## config.mk

```make
export PLATFORM = sky130hd
export DESIGN_NAME = sbs_tt_end_flat
export DESIGN_NICKNAME = d
export VERILOG_FILES = /design/src/design/sbs_pkg.sv /design/src/design/sbs_link_if.sv /design/src/design/sbs_tt_end.sv /design/src/flat_wrapper.sv
export VERILOG_INCLUDE_DIRS = /design/src /design/src/design
export SDC_FILE = /design/constraint.sdc
export NUM_CORES = 1
export LEC_CHECK = 0
export ABC_CLOCK_PERIOD_IN_PS = 3200
export BUFFER_PORTS_ARGS = -buffer_cell sky130_fd_sc_hd__buf_4
export CAP_MARGIN = 20
export CORE_MARGIN = 1.5
export CORE_UTILIZATION = 30
export CTS_BUF_LIST = sky130_fd_sc_hd__clkbuf_16
export DETAILED_ROUTE_END_ITERATION = 8
export PLACE_DENSITY = 0.51
export SETUP_SLACK_MARGIN = 0.02
export SLEW_MARGIN = 20
export SYNTH_ARGS = -nofsm -noshare
export SYNTH_HDL_FRONTEND = slang
export SYNTH_SLANG_ARGS = --single-unit
export TNS_END_PERCENT = 20
```

## constraint.sdc

```tcl
create_clock -name clock -period 3.2 [get_ports clock]
set_input_delay 0.32 -clock clock [delete_from_list [all_inputs] [get_ports clock]]
set_output_delay 0.32 -clock clock [all_outputs]
set_load 0.02 [all_outputs]
```

## src/design/sbs_map.svh

```systemverilog
// constants for the split bulk/control start-split buffer logic
`ifndef SBS_MAP_SVH
`define SBS_MAP_SVH

`define SBS_CLK_MHZ 100
`define SBS_NUM_BUFS 2
`define SBS_DATA_W 8
`define SBS_ADDR_W 7
`define SBS_EP_W 4
`define SBS_NO_ROOM_IDX 0
`define SBS_ERR_LIMIT 3
`define SBS_CNT_W 16
// device gives up on a missing token or data packet after this
`define SBS_PKT_TIMEOUT_NS 400
`define SBS_PKT_TIMEOUT_CYC \
   ((`SBS_PKT_TIMEOUT_NS * `SBS_CLK_MHZ + 999) / 1000)
// host gives up waiting for a handshake after this
`define SBS_RSP_TIMEOUT_NS 800
`define SBS_RSP_TIMEOUT_CYC \
   ((`SBS_RSP_TIMEOUT_NS * `SBS_CLK_MHZ + 999) / 1000)

`endif

```

## src/design/sbs_pkg.sv

```systemverilog
// types shared by both ends of the split start-split link
package sbs_pkg;

   typedef enum logic [1:0] {PID_OUT, PID_IN, PID_SETUP} sbs_pid_t;

   typedef enum logic [2:0] {
      HSK_ACK, HSK_NAK, HSK_NYET, HSK_STALL, HSK_DATA
   } sbs_hsk_t;

   typedef enum logic [1:0] {BUF_OLD, BUF_PENDING, BUF_READY} sbs_buf_state_t;

   typedef enum logic [2:0] {
      RES_ACK, RES_NAK, RES_NYET, RES_STALL, RES_DATA, RES_HALT, RES_REFUSED
   } sbs_res_t;

endpackage : sbs_pkg

```

## src/design/sbs_link_if.sv

```systemverilog
// high-speed split link between host controller end and translator end
`timescale 1ns/1ps
`include "sbs_map.svh"

interface sbs_link_if #(parameter int DATA_W = `SBS_DATA_W);
   // host to translator
   logic ss_valid;
   logic cs_valid;
   logic ss_ctrl;
   logic tok_valid;
   sbs_pkg::sbs_pid_t tok_pid;
   logic [`SBS_ADDR_W-1:0] tok_addr;
   logic [`SBS_EP_W-1:0] tok_endp;
   logic data_valid;
   logic [DATA_W-1:0] data_word;
   logic data_crc_ok;
   // translator to host
   logic hsk_valid;
   sbs_pkg::sbs_hsk_t hsk_code;
   logic [DATA_W-1:0] hsk_data;

   modport hc (
      output ss_valid, cs_valid, ss_ctrl, tok_valid, tok_pid, tok_addr,
      output tok_endp, data_valid, data_word, data_crc_ok,
      input hsk_valid, hsk_code, hsk_data
   );

   modport tt (
      input ss_valid, cs_valid, ss_ctrl, tok_valid, tok_pid, tok_addr,
      input tok_endp, data_valid, data_word, data_crc_ok,
      output hsk_valid, hsk_code, hsk_data
   );
endinterface : sbs_link_if

```

## src/design/sbs_tt_end.sv

```systemverilog
// translator end: bulk/control start-split buffers and handshakes
// How it works
// [RQ1] at least two bulk/control transaction buffers
// [RQ2] buffer keeps request, payload, then result
// [RQ3] accept start-split whenever a buffer fits
// [RQ4] answered buffer is free for next start-split
// [RQ5] order follows free space and host order
// [RQ6] host tracks split versus plain transactions
// [RQ7] match address, endpoint; direction only for bulk
// [RQ8] at most one buffered transaction per endpoint
// [RQ9] match pending or ready means retry
// [RQ10] no match: take an old buffer
// [RQ11] nothing fits: no room, index zero
// [RQ12] missing token or data: stay silent
// [RQ13] bad data crc: stay silent
// [RQ14] host sends setup token for setup stage
// [RQ15] host retries until error count three
// [RQ16] no buffer space: answer nak
// [RQ17] nak leaves host error count alone
// [RQ18] space available: store and answer ack
// [RQ19] after ack host does complete-split next; host refuses a start-split only to the last acked endpoint
// [RQ20] duplicate start-split: ack, drop payload
// [RQ21] buffers come out of reset old
// [RQ22] downstream finish: pending to ready, keep result
// [RQ23] answered complete-split: ready to old
`timescale 1ns/1ps
`include "sbs_map.svh"

module sbs_tt_end #(
   parameter int NUM_BUFS = `SBS_NUM_BUFS,
   parameter int DATA_W = `SBS_DATA_W,
   parameter int TO_CYC = `SBS_PKT_TIMEOUT_CYC,
   parameter int IDX_W = (NUM_BUFS > 1) ? $clog2(NUM_BUFS) : 1
) (
   input wire logic clock,
   input wire logic rst,
   sbs_link_if.tt lnk,
   output logic dn_req_valid,
   output logic [IDX_W-1:0] dn_req_idx,
   output logic [`SBS_ADDR_W-1:0] dn_req_addr,
   output logic [`SBS_EP_W-1:0] dn_req_endp,
   output sbs_pkg::sbs_pid_t dn_req_pid,
   output logic [DATA_W-1:0] dn_req_data,
   input wire logic dn_done,
   input wire logic [IDX_W-1:0] dn_done_idx,
   input wire sbs_pkg::sbs_hsk_t dn_done_result,
   input wire logic [DATA_W-1:0] dn_done_data
);

   typedef enum {S_IDLE, S_TOK, S_DATA, S_SS_ANS, S_CS_ANS} sbs_tt_state_t;

   sbs_tt_state_t st_q;
   logic [`SBS_CNT_W-1:0] cnt_q;
   logic is_cs_q;
   logic ctrl_q;
   sbs_pkg::sbs_pid_t pid_q;
   logic [`SBS_ADDR_W-1:0] addr_q;
   logic [`SBS_EP_W-1:0] endp_q;
   logic [DATA_W-1:0] payload_q;
   logic tok_dir;
   logic timed_out;

   // per-buffer storage, flip-flops addressed by index
   logic [`SBS_ADDR_W-1:0] b_addr_q [NUM_BUFS];
   logic [`SBS_EP_W-1:0] b_endp_q [NUM_BUFS];
   sbs_pkg::sbs_pid_t b_pid_q [NUM_BUFS];
   logic [DATA_W-1:0] b_data_q [NUM_BUFS];
   sbs_pkg::sbs_hsk_t b_res_q [NUM_BUFS];
   sbs_pkg::sbs_buf_state_t b_state_q [NUM_BUFS]; // RQ1
   logic [NUM_BUFS-1:0] b_issued_q;
   logic [NUM_BUFS-1:0] ep_hit;
   logic [NUM_BUFS-1:0] is_old;
   logic [NUM_BUFS-1:0] is_live;

   logic start_split_is_new;
   logic start_split_is_retry;
   logic start_split_no_room;
   logic [IDX_W-1:0] bulk_ctrl_buffer_select;
   logic cs_hit;
   logic [IDX_W-1:0] cs_idx;
   logic iss_hit;
   logic [IDX_W-1:0] iss_idx;
   logic accept_ack_path;
   logic duplicate_ack_path;
   logic full_nak_path;
   logic cs_take;
   logic dn_busy_q;

   assign tok_dir = (pid_q == sbs_pkg::PID_IN);
   assign timed_out = (cnt_q == TO_CYC[`SBS_CNT_W-1:0] - 1'b1);

   // classification of the captured start-split
   assign accept_ack_path = (st_q == S_SS_ANS) && start_split_is_new; // RQ18
   assign duplicate_ack_path = (st_q == S_SS_ANS) && start_split_is_retry;
   assign full_nak_path = (st_q == S_SS_ANS) && start_split_no_room; // RQ16
   assign cs_take = (st_q == S_CS_ANS) && cs_hit &&
      (b_state_q[cs_idx] == sbs_pkg::BUF_READY);

   // per-buffer compare terms and storage
   for (genvar i = 0; i < NUM_BUFS; i++) begin : g_buf
      // control endpoints are bidirectional, so direction is not compared
      assign ep_hit[i] = (addr_q == b_addr_q[i]) && (endp_q == b_endp_q[i]) &&
         (ctrl_q || (tok_dir == (b_pid_q[i] == sbs_pkg::PID_IN))); // RQ7
      assign is_old[i] = (b_state_q[i] == sbs_pkg::BUF_OLD);
      assign is_live[i] = !is_old[i];

      // one buffer holds one downstream transaction at a time
      always_ff @(posedge clock)
      begin
         if (rst)
         begin
            b_state_q[i] <= sbs_pkg::BUF_OLD; // RQ21
            b_addr_q[i] <= '0;
            b_endp_q[i] <= '0;
            b_pid_q[i] <= sbs_pkg::PID_OUT;
            b_data_q[i] <= '0;
            b_res_q[i] <= sbs_pkg::HSK_NAK;
            b_issued_q[i] <= 1'b0;
         end
         else if (accept_ack_path && bulk_ctrl_buffer_select == IDX_W'(i))
         begin
            // store request and payload, wait for downstream
            b_state_q[i] <= sbs_pkg::BUF_PENDING; // RQ2
            b_addr_q[i] <= addr_q;
            b_endp_q[i] <= endp_q;
            b_pid_q[i] <= pid_q;
            b_data_q[i] <= payload_q;
            b_issued_q[i] <= 1'b0;
         end
         else if (dn_done && dn_done_idx == IDX_W'(i) &&
            b_state_q[i] == sbs_pkg::BUF_PENDING)
         begin
            b_state_q[i] <= sbs_pkg::BUF_READY; // RQ22
            b_res_q[i] <= dn_done_result;
            if (b_pid_q[i] == sbs_pkg::PID_IN)
               b_data_q[i] <= dn_done_data;
         end
         else if (cs_take && cs_idx == IDX_W'(i))
         begin
            // result kept, buffer reusable by any endpoint
            b_state_q[i] <= sbs_pkg::BUF_OLD; // RQ23 RQ4
         end
         else if (dn_req_valid == 1'b0 && !dn_busy_q && iss_hit &&
            iss_idx == IDX_W'(i))
         begin
            b_issued_q[i] <= 1'b1;
         end
      end
   end

   // buffer search: first endpoint match wins, else an old buffer
   always_comb
   begin
      logic hit;
      hit = 1'b0;
      start_split_is_new = 1'b0;
      start_split_is_retry = 1'b0;
      start_split_no_room = 1'b1; // RQ11
      bulk_ctrl_buffer_select = IDX_W'(`SBS_NO_ROOM_IDX); // RQ11
      cs_hit = 1'b0;
      cs_idx = '0;
      for (int i = 0; i < NUM_BUFS; i++)
      begin
         if (!hit)
         begin
            if (ep_hit[i])
            begin
               hit = 1'b1; // RQ9
               start_split_no_room = 1'b0;
               start_split_is_retry = is_live[i]; // RQ9 RQ8
               start_split_is_new = is_old[i];
               bulk_ctrl_buffer_select = i[IDX_W-1:0];
            end
            else if (is_old[i])
            begin
               start_split_no_room = 1'b0; // RQ10
               start_split_is_new = 1'b1;
               bulk_ctrl_buffer_select = i[IDX_W-1:0];
            end
         end
         if (!cs_hit && ep_hit[i] && is_live[i])
         begin
            cs_hit = 1'b1;
            cs_idx = i[IDX_W-1:0];
         end
      end
   end

   // packet sequencing; order of acceptance is simply arrival order
   always_ff @(posedge clock)
   begin
      if (rst)
      begin
         st_q <= S_IDLE;
         cnt_q <= '0;
         is_cs_q <= 1'b0;
         ctrl_q <= 1'b0;
         pid_q <= sbs_pkg::PID_OUT;
         addr_q <= '0;
         endp_q <= '0;
         payload_q <= '0;
      end
      else
      begin
         case (st_q)
            S_IDLE:
            begin
               cnt_q <= '0;
               if (lnk.ss_valid || lnk.cs_valid)
               begin
                  is_cs_q <= lnk.cs_valid && !lnk.ss_valid;
                  ctrl_q <= lnk.ss_ctrl;
                  st_q <= S_TOK; // RQ5 RQ3
               end
            end
            S_TOK:
            begin
               cnt_q <= cnt_q + 1'b1;
               if (lnk.tok_valid)
               begin
                  cnt_q <= '0;
                  pid_q <= lnk.tok_pid;
                  addr_q <= lnk.tok_addr;
                  endp_q <= lnk.tok_endp;
                  if (is_cs_q)
                     st_q <= S_CS_ANS;
                  else if (lnk.tok_pid == sbs_pkg::PID_IN)
                     st_q <= S_SS_ANS;
                  else
                     st_q <= S_DATA;
               end
               else if (timed_out)
                  st_q <= S_IDLE; // RQ12
            end
            S_DATA:
            begin
               cnt_q <= cnt_q + 1'b1;
               if (lnk.data_valid)
               begin
                  payload_q <= lnk.data_word;
                  // a corrupt packet leaves the buffers untouched
                  st_q <= lnk.data_crc_ok ? S_SS_ANS : S_IDLE; // RQ13
               end
               else if (timed_out)
                  st_q <= S_IDLE; // RQ12
            end
            S_SS_ANS:
               st_q <= S_IDLE;
            S_CS_ANS:
               st_q <= S_IDLE;
            default:
               st_q <= S_IDLE;
         endcase
      end
   end

   // handshake back to the host; silence on every error path
   always_ff @(posedge clock)
   begin
      if (rst)
      begin
         lnk.hsk_valid <= 1'b0;
         lnk.hsk_code <= sbs_pkg::HSK_ACK;
         lnk.hsk_data <= '0;
      end
      else
      begin
         lnk.hsk_valid <= (st_q == S_SS_ANS) || (st_q == S_CS_ANS);
         if (accept_ack_path || duplicate_ack_path)
            lnk.hsk_code <= sbs_pkg::HSK_ACK; // RQ18 RQ20
         else if (full_nak_path)
            lnk.hsk_code <= sbs_pkg::HSK_NAK; // RQ16
         else if (st_q == S_CS_ANS)
         begin
            if (!cs_hit)
               lnk.hsk_code <= sbs_pkg::HSK_STALL;
            else if (b_state_q[cs_idx] == sbs_pkg::BUF_PENDING)
               lnk.hsk_code <= sbs_pkg::HSK_NYET;
            else
               lnk.hsk_code <= b_res_q[cs_idx]; // RQ4
            lnk.hsk_data <= b_data_q[cs_idx];
         end
      end
   end

   // hand pending buffers one at a time to the downstream handler
   always_comb
   begin
      iss_hit = 1'b0;
      iss_idx = '0;
      for (int i = NUM_BUFS - 1; i >= 0; i--)
      begin
         if (b_state_q[i] == sbs_pkg::BUF_PENDING && !b_issued_q[i])
         begin
            iss_hit = 1'b1;
            iss_idx = i[IDX_W-1:0];
         end
      end
   end

   always_ff @(posedge clock)
   begin
      if (rst)
      begin
         dn_req_valid <= 1'b0;
         dn_busy_q <= 1'b0;
         dn_req_idx <= '0;
         dn_req_addr <= '0;
         dn_req_endp <= '0;
         dn_req_pid <= sbs_pkg::PID_OUT;
         dn_req_data <= '0;
      end
      else
      begin
         dn_req_valid <= 1'b0;
         if (dn_done)
            dn_busy_q <= 1'b0;
         if (!dn_req_valid && !dn_busy_q && iss_hit)
         begin
            dn_req_valid <= 1'b1;
            dn_busy_q <= 1'b1;
            dn_req_idx <= iss_idx;
            dn_req_addr <= b_addr_q[iss_idx];
            dn_req_endp <= b_endp_q[iss_idx];
            dn_req_pid <= b_pid_q[iss_idx];
            dn_req_data <= b_data_q[iss_idx];
         end
      end
   end

endmodule : sbs_tt_end

```

## src/flat_wrapper.sv

```systemverilog
// flat-port wrapper written by rule: the top's interface ports become plain ports
module sbs_tt_end_flat 
#(
   parameter int NUM_BUFS = `SBS_NUM_BUFS,
   parameter int DATA_W = `SBS_DATA_W,
   parameter int TO_CYC = `SBS_PKT_TIMEOUT_CYC,
   parameter int IDX_W = (NUM_BUFS > 1) ? $clog2(NUM_BUFS) : 1
)
  (clock, rst, dn_req_valid, dn_req_idx, dn_req_addr, dn_req_endp, dn_req_pid, dn_req_data, dn_done, dn_done_idx, dn_done_result, dn_done_data, lnk_ss_valid, lnk_cs_valid, lnk_ss_ctrl, lnk_tok_valid, lnk_tok_pid, lnk_tok_addr, lnk_tok_endp, lnk_data_valid, lnk_data_word, lnk_data_crc_ok, lnk_hsk_valid, lnk_hsk_code, lnk_hsk_data);
  sbs_link_if #(.DATA_W(DATA_W)) lnk_i ();
  input wire logic clock;
  input wire logic rst;
  output logic dn_req_valid;
  output logic [IDX_W-1:0] dn_req_idx;
  output logic [`SBS_ADDR_W-1:0] dn_req_addr;
  output logic [`SBS_EP_W-1:0] dn_req_endp;
  output sbs_pkg::sbs_pid_t dn_req_pid;
  output logic [DATA_W-1:0] dn_req_data;
  input wire logic dn_done;
  input wire logic [IDX_W-1:0] dn_done_idx;
  input wire sbs_pkg::sbs_hsk_t dn_done_result;
  input wire logic [DATA_W-1:0] dn_done_data;
  input wire logic [$bits(lnk_i.ss_valid)-1:0] lnk_ss_valid;
  input wire logic [$bits(lnk_i.cs_valid)-1:0] lnk_cs_valid;
  input wire logic [$bits(lnk_i.ss_ctrl)-1:0] lnk_ss_ctrl;
  input wire logic [$bits(lnk_i.tok_valid)-1:0] lnk_tok_valid;
  input wire logic [$bits(lnk_i.tok_pid)-1:0] lnk_tok_pid;
  input wire logic [$bits(lnk_i.tok_addr)-1:0] lnk_tok_addr;
  input wire logic [$bits(lnk_i.tok_endp)-1:0] lnk_tok_endp;
  input wire logic [$bits(lnk_i.data_valid)-1:0] lnk_data_valid;
  input wire logic [$bits(lnk_i.data_word)-1:0] lnk_data_word;
  input wire logic [$bits(lnk_i.data_crc_ok)-1:0] lnk_data_crc_ok;
  output wire logic [$bits(lnk_i.hsk_valid)-1:0] lnk_hsk_valid;
  output wire logic [$bits(lnk_i.hsk_code)-1:0] lnk_hsk_code;
  output wire logic [$bits(lnk_i.hsk_data)-1:0] lnk_hsk_data;
  assign lnk_i.ss_valid = lnk_ss_valid;
  assign lnk_i.cs_valid = lnk_cs_valid;
  assign lnk_i.ss_ctrl = lnk_ss_ctrl;
  assign lnk_i.tok_valid = lnk_tok_valid;
  assign lnk_i.tok_pid = lnk_tok_pid;
  assign lnk_i.tok_addr = lnk_tok_addr;
  assign lnk_i.tok_endp = lnk_tok_endp;
  assign lnk_i.data_valid = lnk_data_valid;
  assign lnk_i.data_word = lnk_data_word;
  assign lnk_i.data_crc_ok = lnk_data_crc_ok;
  assign lnk_hsk_valid = lnk_i.hsk_valid;
  assign lnk_hsk_code = lnk_i.hsk_code;
  assign lnk_hsk_data = lnk_i.hsk_data;
  sbs_tt_end #(.NUM_BUFS(NUM_BUFS), .DATA_W(DATA_W), .TO_CYC(TO_CYC), .IDX_W(IDX_W)) u_core (.clock(clock), .rst(rst), .lnk(lnk_i), .dn_req_valid(dn_req_valid), .dn_req_idx(dn_req_idx), .dn_req_addr(dn_req_addr), .dn_req_endp(dn_req_endp), .dn_req_pid(dn_req_pid), .dn_req_data(dn_req_data), .dn_done(dn_done), .dn_done_idx(dn_done_idx), .dn_done_result(dn_done_result), .dn_done_data(dn_done_data));
endmodule
```

==> Implementation_results.wiki, run 1 <==
{| class="wikitable"
! Metric !! Value
|-
| Status || completed
|-
| Headroom to the max-slew limit || 0.316
|-
| Wire length of the first global-routing pass || 25300 µm
|-
| CTS Buf Count || 17
|-
| Count of clock tree sinks || 161
|-
| Hold buffers post-CTS || 0
|-
| Worst setup slack after layout || 0.424 ns
|-
| Post-place setup slack || 0.431 ns
|-
| Cell depth of the worst flop-to-flop path || 6
|-
| EDFF count, synth || 52
|-
| Number of design rule violations left after detail routing || 0
|-
| Post-Syn Instances || 610
|-
| IO Port Bufs || 76
|-
| Data required, critical path || 3.37 ns
|-
| Crit path capture type || register
|-
| Initial cell density of the core || 0.307
|-
| Max-capacitance violation count || 0
|-
| Area of the die || 0.0226 mm²
|-
| Pins Over Slew Limit || 0
|-
| Maximum fanout along the worst path || 16
|-
| Antenna diodes || 0
|-
| FF-to-FF End || u_core.b_state_q[1][1]$_SDFFCE_PP0P_
|-
| Hold path cells || 2
|-
| Startpoint of the lowest-slack hold path || lnk_ss_valid
|-
| Proportion of total power due to net switching || 0.241
|-
| Number of warnings issued by yosys || 0
|-
| Critical Path, Cell by Cell || xor2_1 > nor4_2 > nand2_1 > or3_2 > a31o_2 > or3b_2
|-
| Switching power total || 1080 µW
|-
| Io pins || 77
|-
| Leading cell types in the layout, fill and taps excluded || dfxtp_1, buf_4, nor2_1, edfxtp_1, a211oi_1
|-
| Hold Vio Cnt, Final || 0
|-
| Async SR Flop Fraction || 0
|-
| Ys flop type || dfxtp_1
|-
| Clock tree from TritonCTS || built
|-
| Sum Neg Setup Slack || 0 ns
|-
| Cell area after layout || 0.00806 mm²
|-
| Leakage power figure || 0.00310 µW
|-
| Number of library cell types mapped by synthesis || 59
|-
| Worst-path clk slew || 0.06 ns
|-
| Total number of placement rows || 53
|-
| Critical path class || reg2reg
|-
| Worst path max stage delay || 0.55 ns
|-
| Final weighted congestion in routability-driven placement || 0.833
|-
| Power density normalized to cell area || 554 mW/mm²
|-
| Master of the slowest instance on the critical path || or3_2
|-
| Vias in the first global route || 4757
|-
| Origin of the critical flop-to-flop path || u_core.b_addr_q[0][6]$_SDFFCE_PP0P_
|-
| Maximum number of pins on one net before global-route repair || 73
|-
| Internal Power || 3390 µW
|-
| Via density || 4.78
|-
| Fraction of final layout cells with drive strength greater than 1 || 0.184
|-
| Worst Max-Slew Pin Slew || 1.02 ns
|-
| Total core area || 0.0212 mm²
|-
| Detailed-route wire length || 15800 µm
|-
| Number of setup violations in the final report || 0
|-
| First-pass DRT Iterations || 5
|-
| Buffers and inverters on the worst path || 0
|-
| Post-route minimum period || 2.78 ns
|-
| Reg2reg setup slack || 0.42 ns
|-
| Synth Cell Area || 0.00650 mm²
|-
| Delay-heaviest family, CP || simple AND/OR/NAND/NOR gates
|-
| Syn avg cell area || 10.7 µm²
|-
| Flip-flop and latch count after synthesis || 161
|-
| GRT Residual Overflow || 0
|-
| X dimension of the die || 150 µm
|-
| Sequential area share after synthesis || 0.576
|-
| Max Fclk || 360 MHz
|-
| Number of antenna violations at the first check in global routing || 0
|-
| Postcts setup bufs || 0
|-
| Relative contribution of the clock network to total power || 0.429
|-
| Worst min-delay path class || in2reg
|-
| Endpoint, Worst Hold || u_core.is_cs_q$_SDFFE_PP0P_
|-
| Clock root buffer || clkbuf_16
|-
| Setup skew after layout || 0.00947 ns
|-
| Arrival time at the worst endpoint || 2.95 ns
|-
| Overall routing resource usage || 0.148
|-
| Gates resized, CTS repair || 0
|-
| Portion of total power attributed to combinational logic || 0.072
|-
| RSZ-0062 raised after global routing || no
|-
| Post-detailed-placement cell area || 0.00750 mm²
|-
| Element type at the critical path start || register
|-
| Detailed router's first-iteration violation count || 248
|-
| Die Ht || 150 µm
|-
| Final design utilization || 0.381
|-
| Count of nets left with antenna violations after detail routing || 0
|-
| Tcrit/Tclk final || 0.868
|-
| Commonest non-fill, non-tap cell in the layout || dfxtp_1
|-
| Nets || 760
|-
| Largest voltage drop on the vdd net || 0.000345 V
|-
| Average wire per standard cell || 15.7 µm
|-
| Clk Latency, worst-skew pair || 0.42 ns
|-
| Fraction of power consumed by sequential logic || 0.499
|-
| Final HPWL DP || 11600 µm
|-
| Area growth from synthesis to layout || 24.0%
|-
| Total via count after detailed routing || 4807
|-
| Clock tree buffer depth || 2
|-
| Total number of H-tree levels || 4
|}
==> final cells by class <==
type                    count  area, µm²
fillers                  2064      13100
flip-flops and latches    161       3740
clock inverters            15        134
repair buffers             88        673
clock buffers              17        425
multi-input cells         440       2710
inverters                   9       33.8
well taps                 275        344
==> synth_stat cells (3+ instances only) <==
master,count,area (µm²)
nand2_1,32,120
and2_1,30,188
a211oi_1,33,248
nand2b_1,7,43.8
nand3_1,8,40.0
inv_1,8,30.0
buf_1,4,15.0
xnor2_1,25,219
xor2_1,12,105
o22ai_1,22,138
nor2_1,85,319
clkbuf_1,16,60.1
nor2b_1,6,37.5
dfxtp_1,109,2180
mux2i_1,26,260
edfxtp_1,52,1560
nor4_1,12,75.1
o21ai_0,8,40.0
nor3_1,12,60.1
a21oi_1,21,105
nand4_1,9,56.3
or2_2,4,25.0
nand4b_1,3,26.3
or3_1,5,31.3
a22o_1,16,140
buf_2,5,25.0
==> registers in the layout, summed over array words and instances (netlist names), 3 cells and up <==
name and count:
u_core.addr_q 7, u_core.b_addr_q 14, u_core.b_data_q 16, u_core.b_endp_q 8, u_core.b_pid_q 4, u_core.b_res_q 6, u_core.b_state_q 4, u_core.cnt_q 16
u_core.dn_req_addr 7, u_core.dn_req_data 8, u_core.dn_req_endp 4, u_core.endp_q 4, u_core.lnk.hsk_code 3, u_core.lnk.hsk_data 8, u_core.payload_q 8, u_core.st_q 32
==> power groups by stage <==
stage	combinational [µW]	sequential [µW]	clock, µW
2_1_floorplan	143	2300	0
3_3_place_gp	322	2270	0
3_5_place_dp	325	2280	0
4_1_cts	325	2230	1960
5_1_grt	348	2240	2070
6_report	320	2230	1920
==> worst max-delay path by stage <==
stage               slack, ns                                 from                                   end  cells past startpoint
floorplan                0.71  u_core.b_addr_q[0][6]$_SDFFCE_PP0P_  u_core.b_state_q[1][0]$_SDFFCE_PP0P_                      6
global placement         0.48  u_core.b_addr_q[0][6]$_SDFFCE_PP0P_  u_core.b_state_q[1][0]$_SDFFCE_PP0P_                      6
detailed placement       0.43  u_core.b_addr_q[0][6]$_SDFFCE_PP0P_  u_core.b_state_q[1][1]$_SDFFCE_PP0P_                      6
CTS                      0.41         u_core.st_q[15]$_SDFFE_PP0P_   u_core.b_data_q[1][6]$_SDFFCE_PN0P_                      6
global route             0.24         u_core.st_q[15]$_SDFFE_PP0P_   u_core.b_data_q[1][1]$_SDFFCE_PN0P_                      6
finish                   0.42  u_core.b_addr_q[0][6]$_SDFFCE_PP0P_  u_core.b_state_q[1][1]$_SDFFCE_PP0P_                      6
==> cell families (layout without fill, tap and decap cells) <==
family                   count (synthesis)  after routing  share of synthesized area
AND/OR/NAND/NOR                        230            230                      0.180
flip-flops                             161            161                      0.576
AO/OA/AOI/OAI                          117            117                      0.127
XOR/XNOR                                37             37                     0.0498
buffers and inverters                   37            129                     0.0250
multiplexers                            26             26                     0.0400
adder cells (fa/ha/maj)                  1              1                    0.00192
other                                    1             29                   0.000577
==> per-stage QoR <==
step | total power (µW) | hold WS [ns] | cells
2_1_floorplan | 2440 | 0.417 | 638
3_3_place_gp | 2600 | 0.451 | 973
3_5_place_dp | 2600 | 0.453 | 973
4_1_cts | 4520 | 0.0641 | 1005
5_1_grt | 4650 | 0.0688 | 1005
6_report | 4470 | 0.0823 | 1005
==> routing by layer <==
layer	wire length, µm	GRT usage	part of all wire
met5	0	0	0
met4	206	0.0529	0.013
met3	629	0.0355	0.040
met2	7430	0.236	0.47
met1	7540	0.194	0.48
Note: power is estimated with default switching activity, not from simulation.
==> run 2: changes to the inputs <==
Settings changed: ABC_AREA set to 1, PLACE_DENSITY 0.51 to 0.5.
==> run 2 against run 1 <==
Against the previous run:
- worst hold slack improved by 0.038 ns
- sequential share of layout area shrank 4.4 points
- sequential power shrank 2%
- combinational power fell by 16%
- global-route usage increased by 0.44 points
- via count is 23% higher
- flip-flop and latch count unchanged
- clock power is 9% higher
- critical path depth is 8 higher
- first-iteration DRC count is 3.6% higher
- highest routed layer unchanged
==> Implementation_results.wiki, run 2 <==
{| class="wikitable"
! Metric !! Value
|-
| Status || completed
|-
| Main combinational cell family by area after synthesis || simple AND/OR/NAND/NOR gates
|-
| Total number of placement rows || 56
|-
| Portion of netlist area occupied by mux cells || 0
|-
| Ys flop type || dfxtp_1
|-
| Delay-heaviest family, CP || simple AND/OR/NAND/NOR gates
|-
| Sum Neg Setup Slack || 0 ns
|-
| Max FFs per register || 32
|-
| Post-route minimum period || 2.39 ns
|-
| Worst path max stage delay || 0.40 ns
|-
| Max-capacitance violation count || 0
|-
| Largest regs || u_core.st_q x32, u_core.b_data_q x16, u_core.cnt_q x16
|-
| Total via count after detailed routing || 5913
|-
| Area growth from synthesis to layout || 23.0%
|-
| Headroom to the max-slew limit || 0.480
|-
| Tcrit/Tclk final || 0.748
|-
| Element type at the critical path start || register
|-
| Antenna diodes || 0
|-
| RSZ-0062 raised after global routing || no
|-
| Nets || 1086
|-
| Pins Over Slew Limit || 0
|-
| Buffers and inverters on the worst path || 2
|-
| Number of warnings issued by yosys || 0
|-
| Vias in the first global route || 5571
|-
| Power density normalized to cell area || 512 mW/mm²
|-
| Count of nets left with antenna violations after detail routing || 0
|-
| Hold Vio Cnt, Final || 0
|-
| Max Fclk || 418 MHz
|-
| Maximum fanout along the worst path || 8
|-
| Async SR Flop Fraction || 0
|-
| Detailed-route wire length || 18000 µm
|-
| Final HPWL DP || 13200 µm
|-
| Number of library cell types mapped by synthesis || 43
|-
| Most frequent cell on the critical path || nand2_1
|-
| Io pins || 77
|-
| Detailed router's first-iteration violation count || 257
|-
| Most area-consuming cells after synthesis || dfxtp_1, edfxtp_1, nand2_1, inv_1, nor2_1
|-
| First-pass DRT Iterations || 4
|-
| Clock root buffer || clkbuf_16
|-
| Sequential area share after synthesis || 0.517
|-
| Critical Path, Cell by Cell || inv_1 > nand2_1 > nand2_1 > nor2_1 > nand2_1 > nor2_1 > nand2_1 > nor2_1 > inv_1 > nor2_1 > nor2_2 > nand2_1 > nand2_1 > or2_2
|-
| Total core area || 0.0235 mm²
|-
| Synth top cells by count || nand2_1, inv_1, nor2_1
|-
| Maximum number of pins on one net before global-route repair || 39
|-
| EDFF count, synth || 52
|-
| Flip-flop and latch count after synthesis || 161
|-
| Crit path capture type || register
|-
| Data required, critical path || 3.35 ns
|-
| Number of design rule violations left after detail routing || 0
|-
| Postcts setup bufs || 0
|-
| Wire length of the first global-routing pass || 29100 µm
|-
| Leakage power figure || 0.00408 µW
|-
| Total power || 4550 µW
|-
| Gates resized, CTS repair || 0
|-
| Compound-gate portion of the synthesized area || 0.0794
|-
| Synthesized-area fraction occupied by and/or/nand/nor cells || 0.298
|-
| Cell taking the most area after synthesis || dfxtp_1
|-
| Average wire per standard cell || 13.1 µm
|-
| Adder-cell area share of the yosys netlist || 0.00173
|-
| Final weighted congestion in routability-driven placement || 0.795
|-
| Clock tree buffer depth || 2
|-
| Via density || 4.30
|-
| Initial cell density of the core || 0.307
|-
| Cell with the most instances after synthesis || nand2_1
|-
| Post-synthesis xor/xnor area fraction || 0.00847
|-
| X dimension of the die || 158 µm
|-
| Commonest non-fill, non-tap cell in the layout || nand2_1
|-
| Count of clock tree sinks || 161
|-
| Fraction of final layout cells with drive strength greater than 1 || 0.143
|-
| Leading cell types in the layout, fill and taps excluded || nand2_1, inv_1, nor2_1, dfxtp_1, buf_4
|-
| Critical path class || reg2reg
|-
| Syn avg cell area || 7.77 µm²
|-
| Largest voltage drop on the vdd net || 0.000361 V
|-
| GRT Residual Overflow || 0
|-
| Master of the slowest instance on the critical path || or2_2
|-
| Footprint of the flip-flops and latches || 0.00374 mm²
|-
| CTS Buf Count || 17
|-
| Worst min-delay path class || in2reg
|-
| Share of the synthesized area in the top cell type || 0.302
|-
| IO Port Bufs || 76
|-
| Reg with most FFs || u_core.st_q
|-
| Multi-input combinational cell area || 0.00292 mm²
|-
| Worst-path clk slew || 0.07 ns
|-
| Overall routing resource usage || 0.152
|-
| Clk Latency, worst-skew pair || 0.43 ns
|-
| Post-Syn Instances || 931
|-
| Area of the die || 0.0251 mm²
|-
| Worst Max-Slew Pin Slew || 0.779 ns
|-
| Clock tree from TritonCTS || built
|-
| Die Ht || 158 µm
|-
| Number of inserted filler cells in the final layout || 2519
|-
| Total number of H-tree levels || 4
|-
| Number of antenna violations at the first check in global routing || 0
|-
| Hold buffers post-CTS || 0
|-
| Synth Cell Area || 0.00723 mm²
|-
| Arrival time at the worst endpoint || 2.54 ns
|-
| Number of setup violations in the final report || 0
|-
| Setup skew after layout || 0.0142 ns
|}
[run 2: layout make-up]
cell class / count / area share
clock buffers: 18 / 0.0506
repair buffers: 88 / 0.0742
flip-flops and latches: 161 / 0.421
well taps: 319 / 0.0449
clock inverters: 14 / 0.0170
multi-input cells: 622 / 0.328
inverters: 153 / 0.0648
[run 2: cell families after synthesis]
logic type	after synthesis
simple gates	486
other cells	1
buf+inv	176
flops	161
compound gates	99
xor+xnor	7
fa+ha+maj	1
[run 2: worst register-to-register path: cells and delay by family (launching register included)]
| family | cells | cell delay (ns) |
|---|---|---|
| simple gates | 12 | 1.50 |
| buf+inv | 2 | 0.23 |
| flops | 1 | 0.38 |
[run 2: stage by stage]
| step | instance area (µm²) | hold slack [ns] | instances | utilization | setup WS (ns) |
|---|---|---|---|---|---|
| 2_1_floorplan | 7340 | 0.444 | 959 | - | 0.600 |
| 3_5_place_dp | 8300 | 0.461 | 1343 | 0.352 | 0.852 |
| 5_1_grt | 8900 | 0.120 | 1375 | 0.378 | 0.566 |
| 3_3_place_gp | 8300 | 0.456 | 1343 | 0.352 | 0.887 |
| 4_1_cts | 8900 | 0.105 | 1375 | 0.378 | 0.805 |
| 6_report | 8900 | 0.121 | 1375 | 0.378 | 0.807 |
[run 2: worst paths after layout]
kind | slack (ns) | end | cells after the start | start
hold reg to reg | 0.47 | u_core.dn_busy_q$_SDFFE_PP0P_ | 2 | u_core.dn_busy_q$_SDFFE_PP0P_
hold / removal | 0.12 | u_core.addr_q[0]$_SDFFE_PP0P_ | 3 | lnk_tok_addr[0]
setup / recovery | 0.81 | u_core.b_data_q[0][5]$_DFFE_PP_ | 14 | u_core.addr_q[5]$_SDFFE_PP0P_
setup reg to reg | 0.81 | u_core.b_data_q[0][5]$_DFFE_PP_ | 14 | u_core.addr_q[5]$_SDFFE_PP0P_
[run 2: power breakdown]
| group | switching (µW) | internal, µW | total (µW) | leakage (µW) |
|---|---|---|---|---|
| Clock | 886 | 1210 | 2090 | 0.000295 |
| Combinational | 168 | 101 | 269 | 0.00236 |
| Sequential | 25.8 | 2160 | 2190 | 0.00142 |
[run 2: routing by layer]
layer,routed length (µm),track usage,up-vias
li1,-,-,3139
met1,9070,0.209,2675
met2,8060,0.242,84
met3,625,0.0289,15
met4,214,0.0441,0
met5,0,0,-
